==> src/ffsp_pkg.sv <==
// constants and types for the fifo and flexible serial slave port
package ffsp_pkg;
    // clock rates in MHz
    localparam int CLK_MHZ = 200;
    localparam int FCLK_MHZ = 60;
    // phase accumulator for the driven fifo clock, two toggles per period
    localparam logic [8:0] FCLK_STEP = 9'(2 * FCLK_MHZ);
    localparam logic [8:0] FCLK_WRAP = 9'(CLK_MHZ);

    // apb register byte offsets
    localparam logic [11:0] CTRL_OFF = 12'h000;
    localparam logic [11:0] STAT_OFF = 12'h004;

    // control register fields
    localparam int CTRL_SYNC_POS = 0;
    localparam int CTRL_STEN_POS = 1;
    localparam logic [1:0] CTRL_RST = 2'h2;

    // status register fields
    localparam int STAT_MODE_POS = 0;
    localparam int STAT_WID_POS = 4;
    localparam int STAT_CMD_POS = 6;
    localparam int STAT_SEL_POS = 10;
    localparam int STAT_RXE_POS = 11;
    localparam int STAT_TXF_POS = 12;

    // non-volatile mode strap codes
    localparam logic [1:0] NV_OTHER = 2'h0;
    localparam logic [1:0] NV_ASYNC = 2'h1;
    localparam logic [1:0] NV_FLEX = 2'h2;

    // idle levels of {oe_n, wr_n, rd_n, ss_n, sclk}
    localparam logic [4:0] PIN_RST = 5'h1e;
    localparam logic [7:0] DATA_RST = 8'hff;

    // serial bus width codes, lanes = 1 << code
    localparam logic [1:0] W1 = 2'h0;
    localparam logic [1:0] W2 = 2'h1;
    localparam logic [1:0] W4 = 2'h2;
    localparam logic [1:0] W8 = 2'h3;

    // command bit positions inside the command word, msb first
    localparam int CMD3_POS = 0;
    localparam int CMD2_POS = 3;
    localparam int CMD1_POS = 5;
    localparam int CMD0_POS = 6;
    localparam logic [3:0] CMD_WRITE = 4'h0;
    localparam logic [3:0] CMD_READ = 4'h1;

    localparam logic ACK_LVL = 1'b0;
    localparam logic NAK_LVL = 1'b1;

    typedef enum logic [3:0] {
        FFSP_MODE_OFF = 4'h1,
        FFSP_MODE_ASYNC = 4'h2,
        FFSP_MODE_SYNC = 4'h4,
        FFSP_MODE_FLEX = 4'h8
    } ffsp_mode_t;

    typedef enum logic [3:0] {
        FFSP_F_IDLE = 4'h1,
        FFSP_F_CMD = 4'h2,
        FFSP_F_TURN = 4'h4,
        FFSP_F_DATA = 4'h8
    } ffsp_fst_t;
endpackage : ffsp_pkg

==> src/ffsp_sync.sv <==
// three flop input synchroniser with agreement filter
`timescale 1ns/1ps
module ffsp_sync #(
    parameter int W = 1,
    parameter logic [W-1:0] RST = '0
) (
    input wire logic clock,
    input wire logic rstn,
    input wire logic [W-1:0] d,
    output logic [W-1:0] q
);
    logic [W-1:0] s1_q;
    logic [W-1:0] s2_q;
    logic [W-1:0] s3_q;
    logic [W-1:0] q_q;
    logic [W-1:0] q_d;

    // a bit moves only once the second and third stage agree
    assign q_d = (~(s2_q ^ s3_q) & s3_q) | ((s2_q ^ s3_q) & q_q);
    assign q = q_q;

    always_ff @(posedge clock) begin
        if (!rstn) begin
            s1_q <= RST;
            s2_q <= RST;
            s3_q <= RST;
            q_q <= RST;
        end else begin
            s1_q <= d;
            s2_q <= s1_q;
            s3_q <= s2_q;
            q_q <= q_d;
        end
    end
endmodule : ffsp_sync

==> src/ffsp_port.sv <==
// fifo and flexible serial slave port with apb control
// What this block does
// - sync fifo: read or write, never both
// - sync transfers happen on fifo clock rise
// - drive fifo clock at 60 MHz in sync mode
// - sync mode only over async strap
// - rx available low while receive data held
// - output enable before read strobe, then data
// - held read strobe bursts, next byte follows
// - rx available high when data exhausted
// - write taken when space and strobe low
// - async mode moves bytes on strobe falls
// - async mode: no clock out, no enable
// - flex mode: half-duplex slave, 1-8 lanes
// - deselected: tx status line0, rx status line
// - option to stop deselected status drive
// - command phase then data, ack per byte
// - width coded on first edge after select
// - width decode by priority, 8 then 4,2,1
// - pulled-up lines read one for decode
// - four command bits at 0,3,5,6
// - 1-bit: seven command clocks, turnaround, 8/byte
// - select active stops line0 drive at once
//
// The placing of the registers and the APB slave port were left to the implementer.
`timescale 1ns/1ps
module ffsp_port (
    input wire logic clock,
    input wire logic rstn,
    input wire logic [11:0] paddr,
    input wire logic psel,
    input wire logic penable,
    input wire logic pwrite,
    input wire logic [31:0] pwdata,
    output logic [31:0] prdata,
    output logic pready,
    output logic pslverr,
    input wire logic [1:0] nv_mode,
    input wire logic rxb_valid,
    input wire logic [7:0] rxb_data,
    output logic rxb_ready,
    output logic txb_valid,
    output logic [7:0] txb_data,
    input wire logic txb_ready,
    input wire logic [7:0] bidir_data_lines_i,
    output logic [7:0] bidir_data_lines_o,
    output logic [7:0] bidir_data_lines_oe,
    output logic rx_data_available_n,
    output logic tx_space_available_n,
    input wire logic read_strobe_n,
    input wire logic write_strobe_n,
    input wire logic output_enable_n,
    output logic fifo_clock_out,
    input wire logic serial_clock,
    input wire logic slave_select_n,
    output logic status_line_o,
    output logic status_line_oe
);
    function automatic logic [7:0] ffsp_lanes(input logic [1:0] w);
        unique case (w)
            ffsp_pkg::W1: ffsp_lanes = 8'h01;
            ffsp_pkg::W2: ffsp_lanes = 8'h03;
            ffsp_pkg::W4: ffsp_lanes = 8'h0f;
            default: ffsp_lanes = 8'hff;
        endcase
    endfunction : ffsp_lanes

    // pin synchronisers
    logic [4:0] ctl_s;
    logic [7:0] dat_s;
    ffsp_sync #(.W(5), .RST(ffsp_pkg::PIN_RST)) u_ctl_sync (
        .clock(clock),
        .rstn(rstn),
        .d({output_enable_n, write_strobe_n, read_strobe_n, slave_select_n, serial_clock}),
        .q(ctl_s)
    );
    ffsp_sync #(.W(8), .RST(ffsp_pkg::DATA_RST)) u_dat_sync (
        .clock(clock),
        .rstn(rstn),
        .d(bidir_data_lines_i),
        .q(dat_s)
    );
    wire sclk_s = ctl_s[0];
    wire ss_s = ctl_s[1];
    wire rd_s = ctl_s[2];
    wire wr_s = ctl_s[3];
    wire oen_s = ctl_s[4];

    logic sclk_p_q;
    logic rd_p_q;
    logic wr_p_q;
    wire sclk_rise = sclk_s & ~sclk_p_q;
    wire rd_fall = ~rd_s & rd_p_q;
    wire wr_fall = ~wr_s & wr_p_q;

    // mode selection
    logic [1:0] strap_q;
    logic strap_ok_q;
    logic [1:0] ctrl_q;
    ffsp_pkg::ffsp_mode_t mode_q;
    ffsp_pkg::ffsp_mode_t mode_d;
    wire strap_async = strap_ok_q && (strap_q == ffsp_pkg::NV_ASYNC);
    wire strap_flex = strap_ok_q && (strap_q == ffsp_pkg::NV_FLEX);
    wire sync_sel = ctrl_q[ffsp_pkg::CTRL_SYNC_POS];
    wire stat_en = ctrl_q[ffsp_pkg::CTRL_STEN_POS];
    // software may pick sync only on top of the async strap
    assign mode_d = strap_async ? (sync_sel ? ffsp_pkg::FFSP_MODE_SYNC :
                    ffsp_pkg::FFSP_MODE_ASYNC) :
                    strap_flex ? ffsp_pkg::FFSP_MODE_FLEX : ffsp_pkg::FFSP_MODE_OFF;
    wire m_sync = (mode_q == ffsp_pkg::FFSP_MODE_SYNC);
    wire m_async = (mode_q == ffsp_pkg::FFSP_MODE_ASYNC);
    wire m_flex = (mode_q == ffsp_pkg::FFSP_MODE_FLEX);

    always_ff @(posedge clock) begin
        if (!rstn) begin
            strap_q <= ffsp_pkg::NV_OTHER;
            strap_ok_q <= 1'b0;
            mode_q <= ffsp_pkg::FFSP_MODE_OFF;
            sclk_p_q <= 1'b0;
            rd_p_q <= 1'b1;
            wr_p_q <= 1'b1;
        end else begin
            // strap caught once, first cycle after release
            if (!strap_ok_q) begin
                strap_q <= nv_mode;
                strap_ok_q <= 1'b1;
            end
            mode_q <= mode_d;
            sclk_p_q <= sclk_s;
            rd_p_q <= rd_s;
            wr_p_q <= wr_s;
        end
    end

    // fifo clock: fractional divider, average exactly 60 MHz, edges jitter by one cycle
    logic [8:0] facc_q;
    logic fclk_q;
    wire [8:0] facc_sum = facc_q + ffsp_pkg::FCLK_STEP;
    wire fclk_tog = (facc_sum >= ffsp_pkg::FCLK_WRAP);
    wire fclk_rise = m_sync & fclk_tog & ~fclk_q;
    assign fifo_clock_out = fclk_q;

    always_ff @(posedge clock) begin
        if (!rstn || !m_sync) begin
            facc_q <= 9'h000;
            fclk_q <= 1'b0;
        end else begin
            facc_q <= fclk_tog ? (facc_sum - ffsp_pkg::FCLK_WRAP) : facc_sum;
            if (fclk_tog) begin
                fclk_q <= ~fclk_q;
            end
        end
    end

    // parallel fifo handshakes
    logic rxf_q;
    logic txe_q;
    logic rxf_d;
    logic txe_d;
    // read needs enable low; write only while bus is not turned toward the master
    wire sync_pop = fclk_rise & ~rxf_q & ~rd_s & ~oen_s & rxb_valid;
    wire sync_push = fclk_rise & ~txe_q & ~wr_s & oen_s & txb_ready;
    wire async_pop = m_async & rd_fall & rxb_valid;
    wire async_push = m_async & wr_fall & txb_ready;
    assign rxf_d = m_sync ? (fclk_rise ? ~rxb_valid : rxf_q) :
                   m_async ? (~rxb_valid | ~rd_s) : 1'b1;
    assign txe_d = m_sync ? (fclk_rise ? ~txb_ready : txe_q) :
                   m_async ? (~txb_ready | ~wr_s) : 1'b1;
    assign rx_data_available_n = rxf_q;
    assign tx_space_available_n = txe_q;

    always_ff @(posedge clock) begin
        if (!rstn) begin
            rxf_q <= 1'b1;
            txe_q <= 1'b1;
        end else begin
            rxf_q <= rxf_d;
            txe_q <= txe_d;
        end
    end

    // flexible serial slave
    ffsp_pkg::ffsp_fst_t fst_q;
    logic [1:0] fwid_q;
    logic [7:0] fword_q;
    logic [2:0] fcnt_q;
    logic [7:0] fsh_q;
    logic [3:0] fcmd_q;
    logic frd_q;
    logic fack_q;
    logic fref_q;
    wire in_cmd = (fst_q == ffsp_pkg::FFSP_F_CMD);
    wire in_turn = (fst_q == ffsp_pkg::FFSP_F_TURN);
    wire in_data = (fst_q == ffsp_pkg::FFSP_F_DATA);
    // pulled-up unused lines read as one, so priority decode sees the real width
    wire [1:0] wid_dec = ~&dat_s[7:4] ? ffsp_pkg::W8 :
                         ~&dat_s[3:2] ? ffsp_pkg::W4 :
                         ~dat_s[1] ? ffsp_pkg::W2 : ffsp_pkg::W1;
    wire [1:0] cur_w = (in_cmd && fcnt_q == 3'h0) ? wid_dec : fwid_q;
    wire [7:0] lane_m = ffsp_lanes(cur_w);
    wire [2:0] slot_sh = 3'({1'b0, fcnt_q} << cur_w);
    wire [7:0] lanes_in = (dat_s & lane_m) << slot_sh;
    wire [7:0] word_full = fword_q | lanes_in;
    wire [3:0] cmd_full = {word_full[ffsp_pkg::CMD3_POS], word_full[ffsp_pkg::CMD2_POS],
                           word_full[ffsp_pkg::CMD1_POS], word_full[ffsp_pkg::CMD0_POS]};
    // 1-bit: bits 0..6 over seven clocks, the eighth turns the bus round
    wire cmd_last = (fcnt_q == (3'h6 >> cur_w));
    wire byte_last = (fcnt_q == (3'h7 >> fwid_q));
    wire fok = frd_q ? rxb_valid : ((fcmd_q == ffsp_pkg::CMD_WRITE) && txb_ready);
    wire fx_slot = m_flex & in_data & sclk_rise & byte_last & ~fref_q & fack_q;
    wire fx_push = fx_slot & ~frd_q & txb_ready;
    wire fx_pop = fx_slot & frd_q & rxb_valid;

    assign rxb_ready = sync_pop | async_pop | fx_pop;
    assign txb_valid = sync_push | async_push | fx_push;
    assign txb_data = m_flex ? (fsh_q | lanes_in) : dat_s;

    always_ff @(posedge clock) begin
        if (!rstn) begin
            fst_q <= ffsp_pkg::FFSP_F_IDLE;
            fwid_q <= ffsp_pkg::W1;
            fword_q <= 8'h00;
            fcnt_q <= 3'h0;
            fsh_q <= 8'h00;
            fcmd_q <= 4'h0;
            frd_q <= 1'b0;
            fack_q <= 1'b0;
            fref_q <= 1'b0;
        end else if (ss_s || !m_flex) begin
            fst_q <= ffsp_pkg::FFSP_F_IDLE;
            fcnt_q <= 3'h0;
            fref_q <= 1'b0;
        end else begin
            unique case (fst_q)
                ffsp_pkg::FFSP_F_IDLE: begin
                    fst_q <= ffsp_pkg::FFSP_F_CMD;
                    fword_q <= 8'h00;
                    fcnt_q <= 3'h0;
                end
                ffsp_pkg::FFSP_F_CMD: begin
                    if (sclk_rise) begin
                        fword_q <= word_full;
                        if (fcnt_q == 3'h0) begin
                            fwid_q <= wid_dec;
                        end
                        if (cmd_last) begin
                            fst_q <= ffsp_pkg::FFSP_F_TURN;
                            fcmd_q <= cmd_full;
                        end else begin
                            fcnt_q <= fcnt_q + 3'h1;
                        end
                    end
                end
                ffsp_pkg::FFSP_F_TURN: begin
                    if (sclk_rise) begin
                        frd_q <= (fcmd_q == ffsp_pkg::CMD_READ);
                        fst_q <= ffsp_pkg::FFSP_F_DATA;
                        fcnt_q <= 3'h0;
                        fref_q <= 1'b1;
                    end
                end
                ffsp_pkg::FFSP_F_DATA: begin
                    // buffers settle one cycle after a pop or push, so ack is
                    // sampled then, well inside one serial clock period
                    if (fref_q) begin
                        fref_q <= 1'b0;
                        fack_q <= fok;
                        fsh_q <= frd_q ? rxb_data : 8'h00;
                    end else if (sclk_rise) begin
                        if (!frd_q) begin
                            fsh_q <= fsh_q | lanes_in;
                        end
                        if (byte_last) begin
                            fcnt_q <= 3'h0;
                            fref_q <= 1'b1;
                        end else begin
                            fcnt_q <= fcnt_q + 3'h1;
                        end
                    end
                end
                default: fst_q <= ffsp_pkg::FFSP_F_IDLE;
            endcase
        end
    end

    // pin drive
    logic [7:0] data_q;
    logic [7:0] data_d;
    logic stl_q;
    logic stl_d;
    // async read keeps the byte taken at the strobe fall until the strobe rises
    wire async_hold = m_async & ~rd_s & ~rd_p_q;
    wire fidle_drv = m_flex & ss_s & stat_en;
    wire frd_drv = m_flex & ~ss_s & in_data & frd_q & fack_q;
    wire [7:0] flex_oe = frd_drv ? ffsp_lanes(fwid_q) : {7'h00, fidle_drv};
    // in the fifo modes the bus-direction pins follow the synchronised oe and read strobes
    assign bidir_data_lines_oe = m_sync ? {8{~oen_s}} :
                                 m_async ? {8{~rd_s}} :
                                 m_flex ? flex_oe : 8'h00;
    assign data_d = m_flex ? (ss_s ? {7'h00, ~txb_ready} : 8'(fsh_q >> slot_sh)) :
                    async_hold ? data_q : rxb_data;
    assign stl_d = in_data ? (fack_q ? ffsp_pkg::ACK_LVL : ffsp_pkg::NAK_LVL) : ~rxb_valid;
    assign bidir_data_lines_o = data_q;
    assign status_line_o = stl_q;
    assign status_line_oe = fidle_drv | (m_flex & ~ss_s & in_data);

    always_ff @(posedge clock) begin
        if (!rstn) begin
            data_q <= 8'h00;
            stl_q <= 1'b1;
        end else begin
            data_q <= data_d;
            stl_q <= stl_d;
        end
    end

    // apb slave, zero wait states
    logic [31:0] prdata_q;
    logic [31:0] stat_word;
    wire hit_ctrl = (paddr == ffsp_pkg::CTRL_OFF);
    wire hit_stat = (paddr == ffsp_pkg::STAT_OFF);
    wire apb_setup = psel & ~penable;
    wire apb_wr = psel & penable & pwrite & hit_ctrl;
    always_comb begin
        stat_word = 32'h0000_0000;
        stat_word[ffsp_pkg::STAT_MODE_POS +: 4] = mode_q;
        stat_word[ffsp_pkg::STAT_WID_POS +: 2] = fwid_q;
        stat_word[ffsp_pkg::STAT_CMD_POS +: 4] = fcmd_q;
        stat_word[ffsp_pkg::STAT_SEL_POS] = ~ss_s;
        stat_word[ffsp_pkg::STAT_RXE_POS] = ~rxb_valid;
        stat_word[ffsp_pkg::STAT_TXF_POS] = ~txb_ready;
    end
    wire [31:0] rd_mux = hit_ctrl ? {30'h0, ctrl_q} : hit_stat ? stat_word : 32'h0000_0000;
    assign prdata = prdata_q;
    assign pready = 1'b1;
    assign pslverr = psel & penable & ~(hit_ctrl | hit_stat);

    always_ff @(posedge clock) begin
        if (!rstn) begin
            ctrl_q <= ffsp_pkg::CTRL_RST;
            prdata_q <= 32'h0000_0000;
        end else begin
            if (apb_wr) begin
                ctrl_q <= pwdata[1:0];
            end
            if (apb_setup) begin
                prdata_q <= rd_mux;
            end
        end
    end
endmodule : ffsp_port

==> config.mk <==
export PLATFORM = sky130hd
export DESIGN_NAME = ffsp_port
export DESIGN_NICKNAME = d
export VERILOG_FILES = /design/src/ffsp_pkg.sv /design/src/ffsp_sync.sv /design/src/ffsp_port.sv
export SDC_FILE = /design/constraint.sdc
export NUM_CORES = 1
export LEC_CHECK = 0
export BUFFER_PORTS_ARGS = -buffer_cell sky130_fd_sc_hd__clkbuf_2
export CAP_MARGIN = 10
export CORE_ASPECT_RATIO = 0.9
export CORE_MARGIN = 3
export CORE_UTILIZATION = 24
export CTS_CLUSTER_DIAMETER = 200
export DETAILED_ROUTE_END_ITERATION = 10
export PLACE_DENSITY = 0.44
export SYNTH_ARGS = -nofsm -noshare
export SYNTH_HDL_FRONTEND = slang
export SYNTH_HIERARCHICAL = 1
export SYNTH_SLANG_ARGS = --single-unit
==> constraint.sdc <==
create_clock -name clock -period 6.91 [get_ports clock]
set_clock_uncertainty 0.1 [all_clocks]
set_input_delay 0 -clock clock [delete_from_list [all_inputs] [get_ports clock]]
set_output_delay 0 -clock clock [all_outputs]
set_load 0.05 [all_outputs]
==> metrics.cfg, run 1 <==
[clock_tree]
cts.sinks = 123
insertion_delay_ns = 0.43
cts_setup_buffers = 0
tritoncts = yes
postCtsHoldBufs = 36
cts_resized = 0
ctsHtreeMaxLevel = 4
numCtsBuffers = 17
clockRootBuffer = clkbuf_16
path_clk_slew_ns = 0.06
ctsLongestPathBuffers = 2

[worst_setup_path]
worstPathMaxFanout = 14
endpoint_kind = output pin
max_stage_delay_ns = 0.75
reg2reg_from = fcnt_q[0]
cp_data_arrival_time_ns = 4.56
critical_path.cell_chain = inv_1 -> ha_1 -> nor2b_1 -> a21oi_1 -> or2_1 -> inv_1 -> ha_1 -> o21ai_0 -> mux2i_1 -> nand2_1 -> o31ai_1 -> o21ai_0 -> a21oi_1 -> clkbuf_2
cp.required_ns = 6.81
startpoint = fcnt_q[0]
crit_slowest_cell = o21ai_0
cp-start-kind = flop
path_class = reg -> out

[route]
drt-wirelength-per-cell_um = 14.8
drt_iter0_markers = 314
via_per_inst = 4.58
via_count = 5175
drc = 0
wirelength_mm = 16.8
firstDrtPassIters = 5
ant_nets = 0

[synth]
synth.avg_cell_area_um2 = 8.37
synth_async_sr_flop_share_pct = 0
syn_inst = 704
ys_warn_count = 6
yosys.area.top_type = dfxtp_1
synth.area.top_cells = dfxtp_1 (42%), nor2_1 (5.5%), nand2b_1 (5.0%), a21oi_1 (4.5%), o21ai_0 (4.2%)
synth_edf_count = 0
ys_types = 66
synth_area_um2 = 5900
seq_area_frac_synth_pct = 41.8
synth_top_area_share_pct = 41.8
ys_ff_latch = 123
ys.flop_type = dfxtp_1

[global_route]
grt_pass1_vias = 4976
grtUsageTotal_pct = 13.0
grt_overflow = 0
grt_pass1_wl_mm = 27.2
antenna_found_initial = 0
grt_max_degree = 81

[run]
cap_violations = 0

[cells_and_area]
diodes = 0
fin_util_pct = 31.5
drive_gt1_share_pct = 17.5
layout-area-overhead-vs-synth_pct = 27.0
nNetsFinal = 898

[place]
dp_hpwl_mm = 12.0
gp_congestion = 0.815
place_ws_ns = 2.63
io_buffers = 88

[power]
finalPower_mw = 1.79
power_density_nw_per_um2 = 239
peakVddDrop_v = 0.000141
leakagePower_nw = 2.98

[die]
core_um2 = 23700
die-area_um2 = 26500
start_util_pct = 24.8
boundaryPins = 139
rows = 53
die_w_um = 171
die_h_um = 155

[timing]
drv_slew = 0
rsz0062_at_grt = no
setup_tns_ns = 0
fmax_mhz = 215
setup_viol = 0
finalCriticalPeriod_ns = 4.66
tightest_slew_ns = 0.900
hold_viol = 0
fin_worst_hold_slack_ns = 0.0424
setup_ws_ns = 2.25
fin_crit_sh_pct = 67.4
relSlewSlack_pct = 39.3

[hold_path]
hp-start = paddr[8]
hp-class = in -> reg

[outcome]
status = completed

[Yosys cell counts (13+ instances only)]
cell type,n
clkbuf_1,18
mux2i_1,17
dfxtp_1,123
nor2_1,87
nand2_1,56
nand2b_1,47
o21ai_0,49
xnor2_1,13
inv_1,17
nand3_1,21
buf_4,25
a21oi_1,53
a22oi_1,13
nor3_1,13
[placed cells by master, fill, tap and decap left out, types with 4 or more instances in the layout]
cell type	instances
o211ai_1	5
nor3_1	13
o21ai_1	8
conb_1	20
a32oi_1	6
dlygate4sd3_1	36
xor2_1	5
dfxtp_1	123
clkbuf_16	17
or3_1	5
nor3b_1	5
nor4_1	7
and3_1	4
xnor2_1	13
mux2i_1	17
nand4_1	5
inv_1	17
buf_4	5
o21ai_0	49
and2_1	7
bufinv_16	4
a21oi_1	53
ha_1	8
a211oi_1	9
o21a_1	4
nand3_1	21
a22oi_1	13
inv_6	4
clkinv_4	5
nand2b_1	47
nor2_1	87
nor2b_1	8
a31oi_1	4
mux2_2	6
clkbuf_2	88
nand2_1	56
[power breakdown]
part / internal (mW) / switching [mW] / total, mW
Clock: 0.609 / 0.353 / 0.962
Sequential: 0.723 / 0.00726 / 0.730
Combinational: 0.0346 / 0.0645 / 0.0992
Total: 1.37 / 0.424 / 1.79
[logic make-up after synthesis]
| family | Yosys count | synth area share [%] |
|---|---|---|
| AOI/OAI and AO/OA | 170 | 17.5 |
| xor gates and xnor gates | 18 | 2.67 |
| adders and majority gates | 8 | 1.70 |
| buffers and inverters | 71 | 6.64 |
| DFF | 123 | 41.8 |
| muxes | 26 | 4.99 |
| other | 2 | 0.127 |
| and+or+nand+nor | 286 | 24.6 |
[final timing paths]
kind	to	slack [ns]	cells after the start
worst max register to register	fword_q[6]	2.93	13
worst max-delay path	txb_data[6]	2.25	14
worst min register to register	u_dat_sync/s2_q[5]	0.30	1
worst min-delay path	prdata[12]	0.04	6
[metal layers]
layer	track usage, %	part of all wire, %
met1	19.0	51
met5	0	0
met3	2.66	4.8
met4	4.37	1.5
met2	19.0	43
[stage by stage]
| stage | instances | cell area (um2) |
|---|---|---|
| floorplan | 722 | 5960 |
| global placement | 1063 | 6490 |
| detailed placement | 1063 | 6490 |
| CTS | 1131 | 7490 |
| global route | 1131 | 7490 |
| finish | 1131 | 7490 |
[critical path: cells and delay by family, from the launching register on]
| family | cells | cell delay, ns |
|---|---|---|
| AOI/OAI and AO/OA | 5 | 1.55 |
| adders and majority gates | 2 | 0.54 |
| buffers and inverters | 3 | 0.68 |
| DFF | 1 | 0.64 |
| muxes | 1 | 0.14 |
| and+or+nand+nor | 3 | 0.58 |
[final cells by class]
type	instances	area (um2)
sequential	123	2460
clock inverter	15	211
timing repair buffer	129	838
fill	2532	16300
tap	302	378
clock buffer	17	425
multi-input combinational	528	3110
inverter	17	63.8
Note: power is estimated with default switching activity, not from simulation.
==> inputs of run 2 (changes only) <==
==> constraint.sdc (replaced) <==
create_clock -name clock -period 4.8 [get_ports clock]
set_clock_uncertainty 0.1 [all_clocks]
set_input_delay 0 -clock clock [delete_from_list [all_inputs] [get_ports clock]]
set_output_delay 0 -clock clock [all_outputs]
set_load 0.05 [all_outputs]
==> run 2 against run 1 <==
Worst setup slack worse by 1.9 ns. Clock power up 40%. Clock-buffer cell count up 1. Die area unchanged. Utilization up 0.053 points. Wire length up 0.88%. Sequential power up 44%. Cell area up 0.17%. Critical path depth down 1. Flip-flop and latch count unchanged. Largest power group unchanged.
==> metrics.cfg, run 2 (synthesized netlist as in run 1, its figures left out) <==
[outcome]
status = completed

[global_route]
grt_max_degree = 42  ; -48%
grt_overflow = 0  ; unchanged
grt_pass1_vias = 5090  ; +2.3%
grtUsageTotal_pct = 13.1  ; +0.085 points
antenna_found_initial = 0  ; unchanged
grt_pass1_wl_mm = 27.6  ; +1.4%

[clock_tree]
cts_resized = 0  ; unchanged
cts_setup_buffers = 0  ; unchanged
tritoncts = yes
insertion_delay_ns = 0.41  ; -0.02 ns
postCtsHoldBufs = 36  ; unchanged
clockRootBuffer = clkbuf_16
ctsHtreeMaxLevel = 4  ; unchanged
ctsLongestPathBuffers = 2  ; unchanged
path_clk_slew_ns = 0.06  ; about the same
numCtsBuffers = 17  ; unchanged
cts.sinks = 123  ; unchanged

[die]
core_um2 = 23700  ; unchanged
rows = 53  ; unchanged
die_h_um = 155  ; unchanged
boundaryPins = 139  ; unchanged
die-area_um2 = 26500  ; unchanged
die_w_um = 171  ; unchanged
start_util_pct = 24.8  ; unchanged

[cells_and_area]
nNetsFinal = 901  ; +0.33%
drive_gt1_share_pct = 17.8  ; +0.30 points
layout-area-overhead-vs-synth_pct = 27.2
diodes = 0  ; unchanged
multi_input_area_um2 = 3110  ; unchanged
nFillCells = 2569  ; +1.5%
fin_util_pct = 31.6  ; +0.053 points
layout_common_cells = dfxtp_1 (123), clkbuf_2 (88), nor2_1 (87)
seqCellArea_um2 = 2460  ; unchanged
layout_commonest_cell = dfxtp_1

[route]
wirelength_mm = 16.9  ; +0.88%
via_count = 5166  ; -0.17%
firstDrtPassIters = 5  ; unchanged
drt-wirelength-per-cell_um = 14.9  ; +0.61%
ant_nets = 0  ; unchanged
via_per_inst = 4.56  ; -0.44%
drt_iter0_markers = 349  ; +11%
drc = 0  ; unchanged

[timing]
relSlewSlack_pct = 38.1  ; -1.2 points
fmax_mhz = 225
rsz0062_at_grt = no
tightest_slew_ns = 0.915  ; +0.0147 ns
drv_slew = 0  ; unchanged
finalCriticalPeriod_ns = 4.45
setup_viol = 0  ; unchanged
hold_viol = 0  ; unchanged
setup_tns_ns = 0  ; unchanged
fin_crit_sh_pct = 92.7

[place]
dp_hpwl_mm = 12.2  ; +1.2%
io_buffers = 88  ; unchanged
gp_congestion = 0.831  ; +2.0%

[worst_setup_path]
endpoint_kind = output pin
path_class = reg -> out
cp.required_ns = 4.70  ; -2.11 ns
cp_data_arrival_time_ns = 4.35  ; -0.21 ns
cp-start-kind = flop
worstPathMaxFanout = 14  ; unchanged

[power]
peakVddDrop_v = 0.000227  ; +61%
power_density_nw_per_um2 = 339  ; +42%
finalPower_mw = 2.55  ; +42%
leakagePower_nw = 2.98  ; +0.23%

[hold_path]
hp-class = in -> reg

[run]
cap_violations = 0  ; unchanged

-- run 2: cell types whose count changed in the layout (fill, tap and decap cells not counted), sizes merged --
cell / before / now
buf: 5 / 8
bufinv: 4 / 3
clkbuf: 105 / 106
inv: 21 / 20
clkinv: 6 / 7
-- run 2: per-layer routing --
layer	part of all wire [%]	track usage (%)	vias to the layer above	wire (um)
li1	-	-	2667	-
met4	1.5	4.25	0	253
met5	0	0	-	0
met1	51	19.3	2363	8680
met2	43	19.2	120	7290
met3	4.0	2.45	16	684
-- run 2: final timing paths --
check | startpoint | to | slack (ns) | depth (start not counted)
max | fcnt_q[0] | txb_data[7] | 0.35 | 13
min | paddr[8] | prdata[12] | 0.05 | 6
max reg2reg | fcnt_q[0] | fsh_q[7] | 0.91 | 12
min reg2reg | u_dat_sync/s1_q[2] | u_dat_sync/s2_q[2] | 0.31 | 1
-- run 2: through the flow --
stage               cell area (um2)  hold slack, ns  worst slack, ns  cells
floorplan                      5960         -0.0723             1.08    722
global placement               6510          0.0827            0.835   1066
detailed placement             6510          0.0862            0.856   1066
CTS                            7500          0.0341            0.385   1134
global route                   7500           0.135           0.0170   1134
finish                         7500          0.0549            0.353   1134
-- run 2: area by class of cell --
cell class	count	share of cell area, %
Timing Repair Buffer	132	11.5
Tap cell	302	5.04
Multi-Input combinational cell	528	41.5
Clock inverter	14	2.50
Clock buffer	18	5.85
Sequential cell	123	32.8
Inverter	17	0.851
-- run 2: worst max-delay path, stage by stage (launching register included) --
cell,delay [ns]
dfxtp_1,0.64
inv_1,0.22
ha_1,0.29
nor2b_1,0.20
a21oi_1,0.17
or2_1,0.28
inv_1,0.13
ha_1,0.26
o21ai_0,0.37
mux2i_1,0.17
mux2_2,0.33
a211oi_1,0.47
o21ai_1,0.13
clkbuf_2,0.27
-- run 2: report_power, final --
part / switching (mW) / leakage [nW] / internal, mW / total, mW
Combinational: 0.0931 / 1.68 / 0.0498 / 0.143
Clock: 0.509 / 0.303 / 0.843 / 1.35
Sequential: 0.0104 / 1.00 / 1.04 / 1.05
Total: 0.612 / 2.98 / 1.93 / 2.55
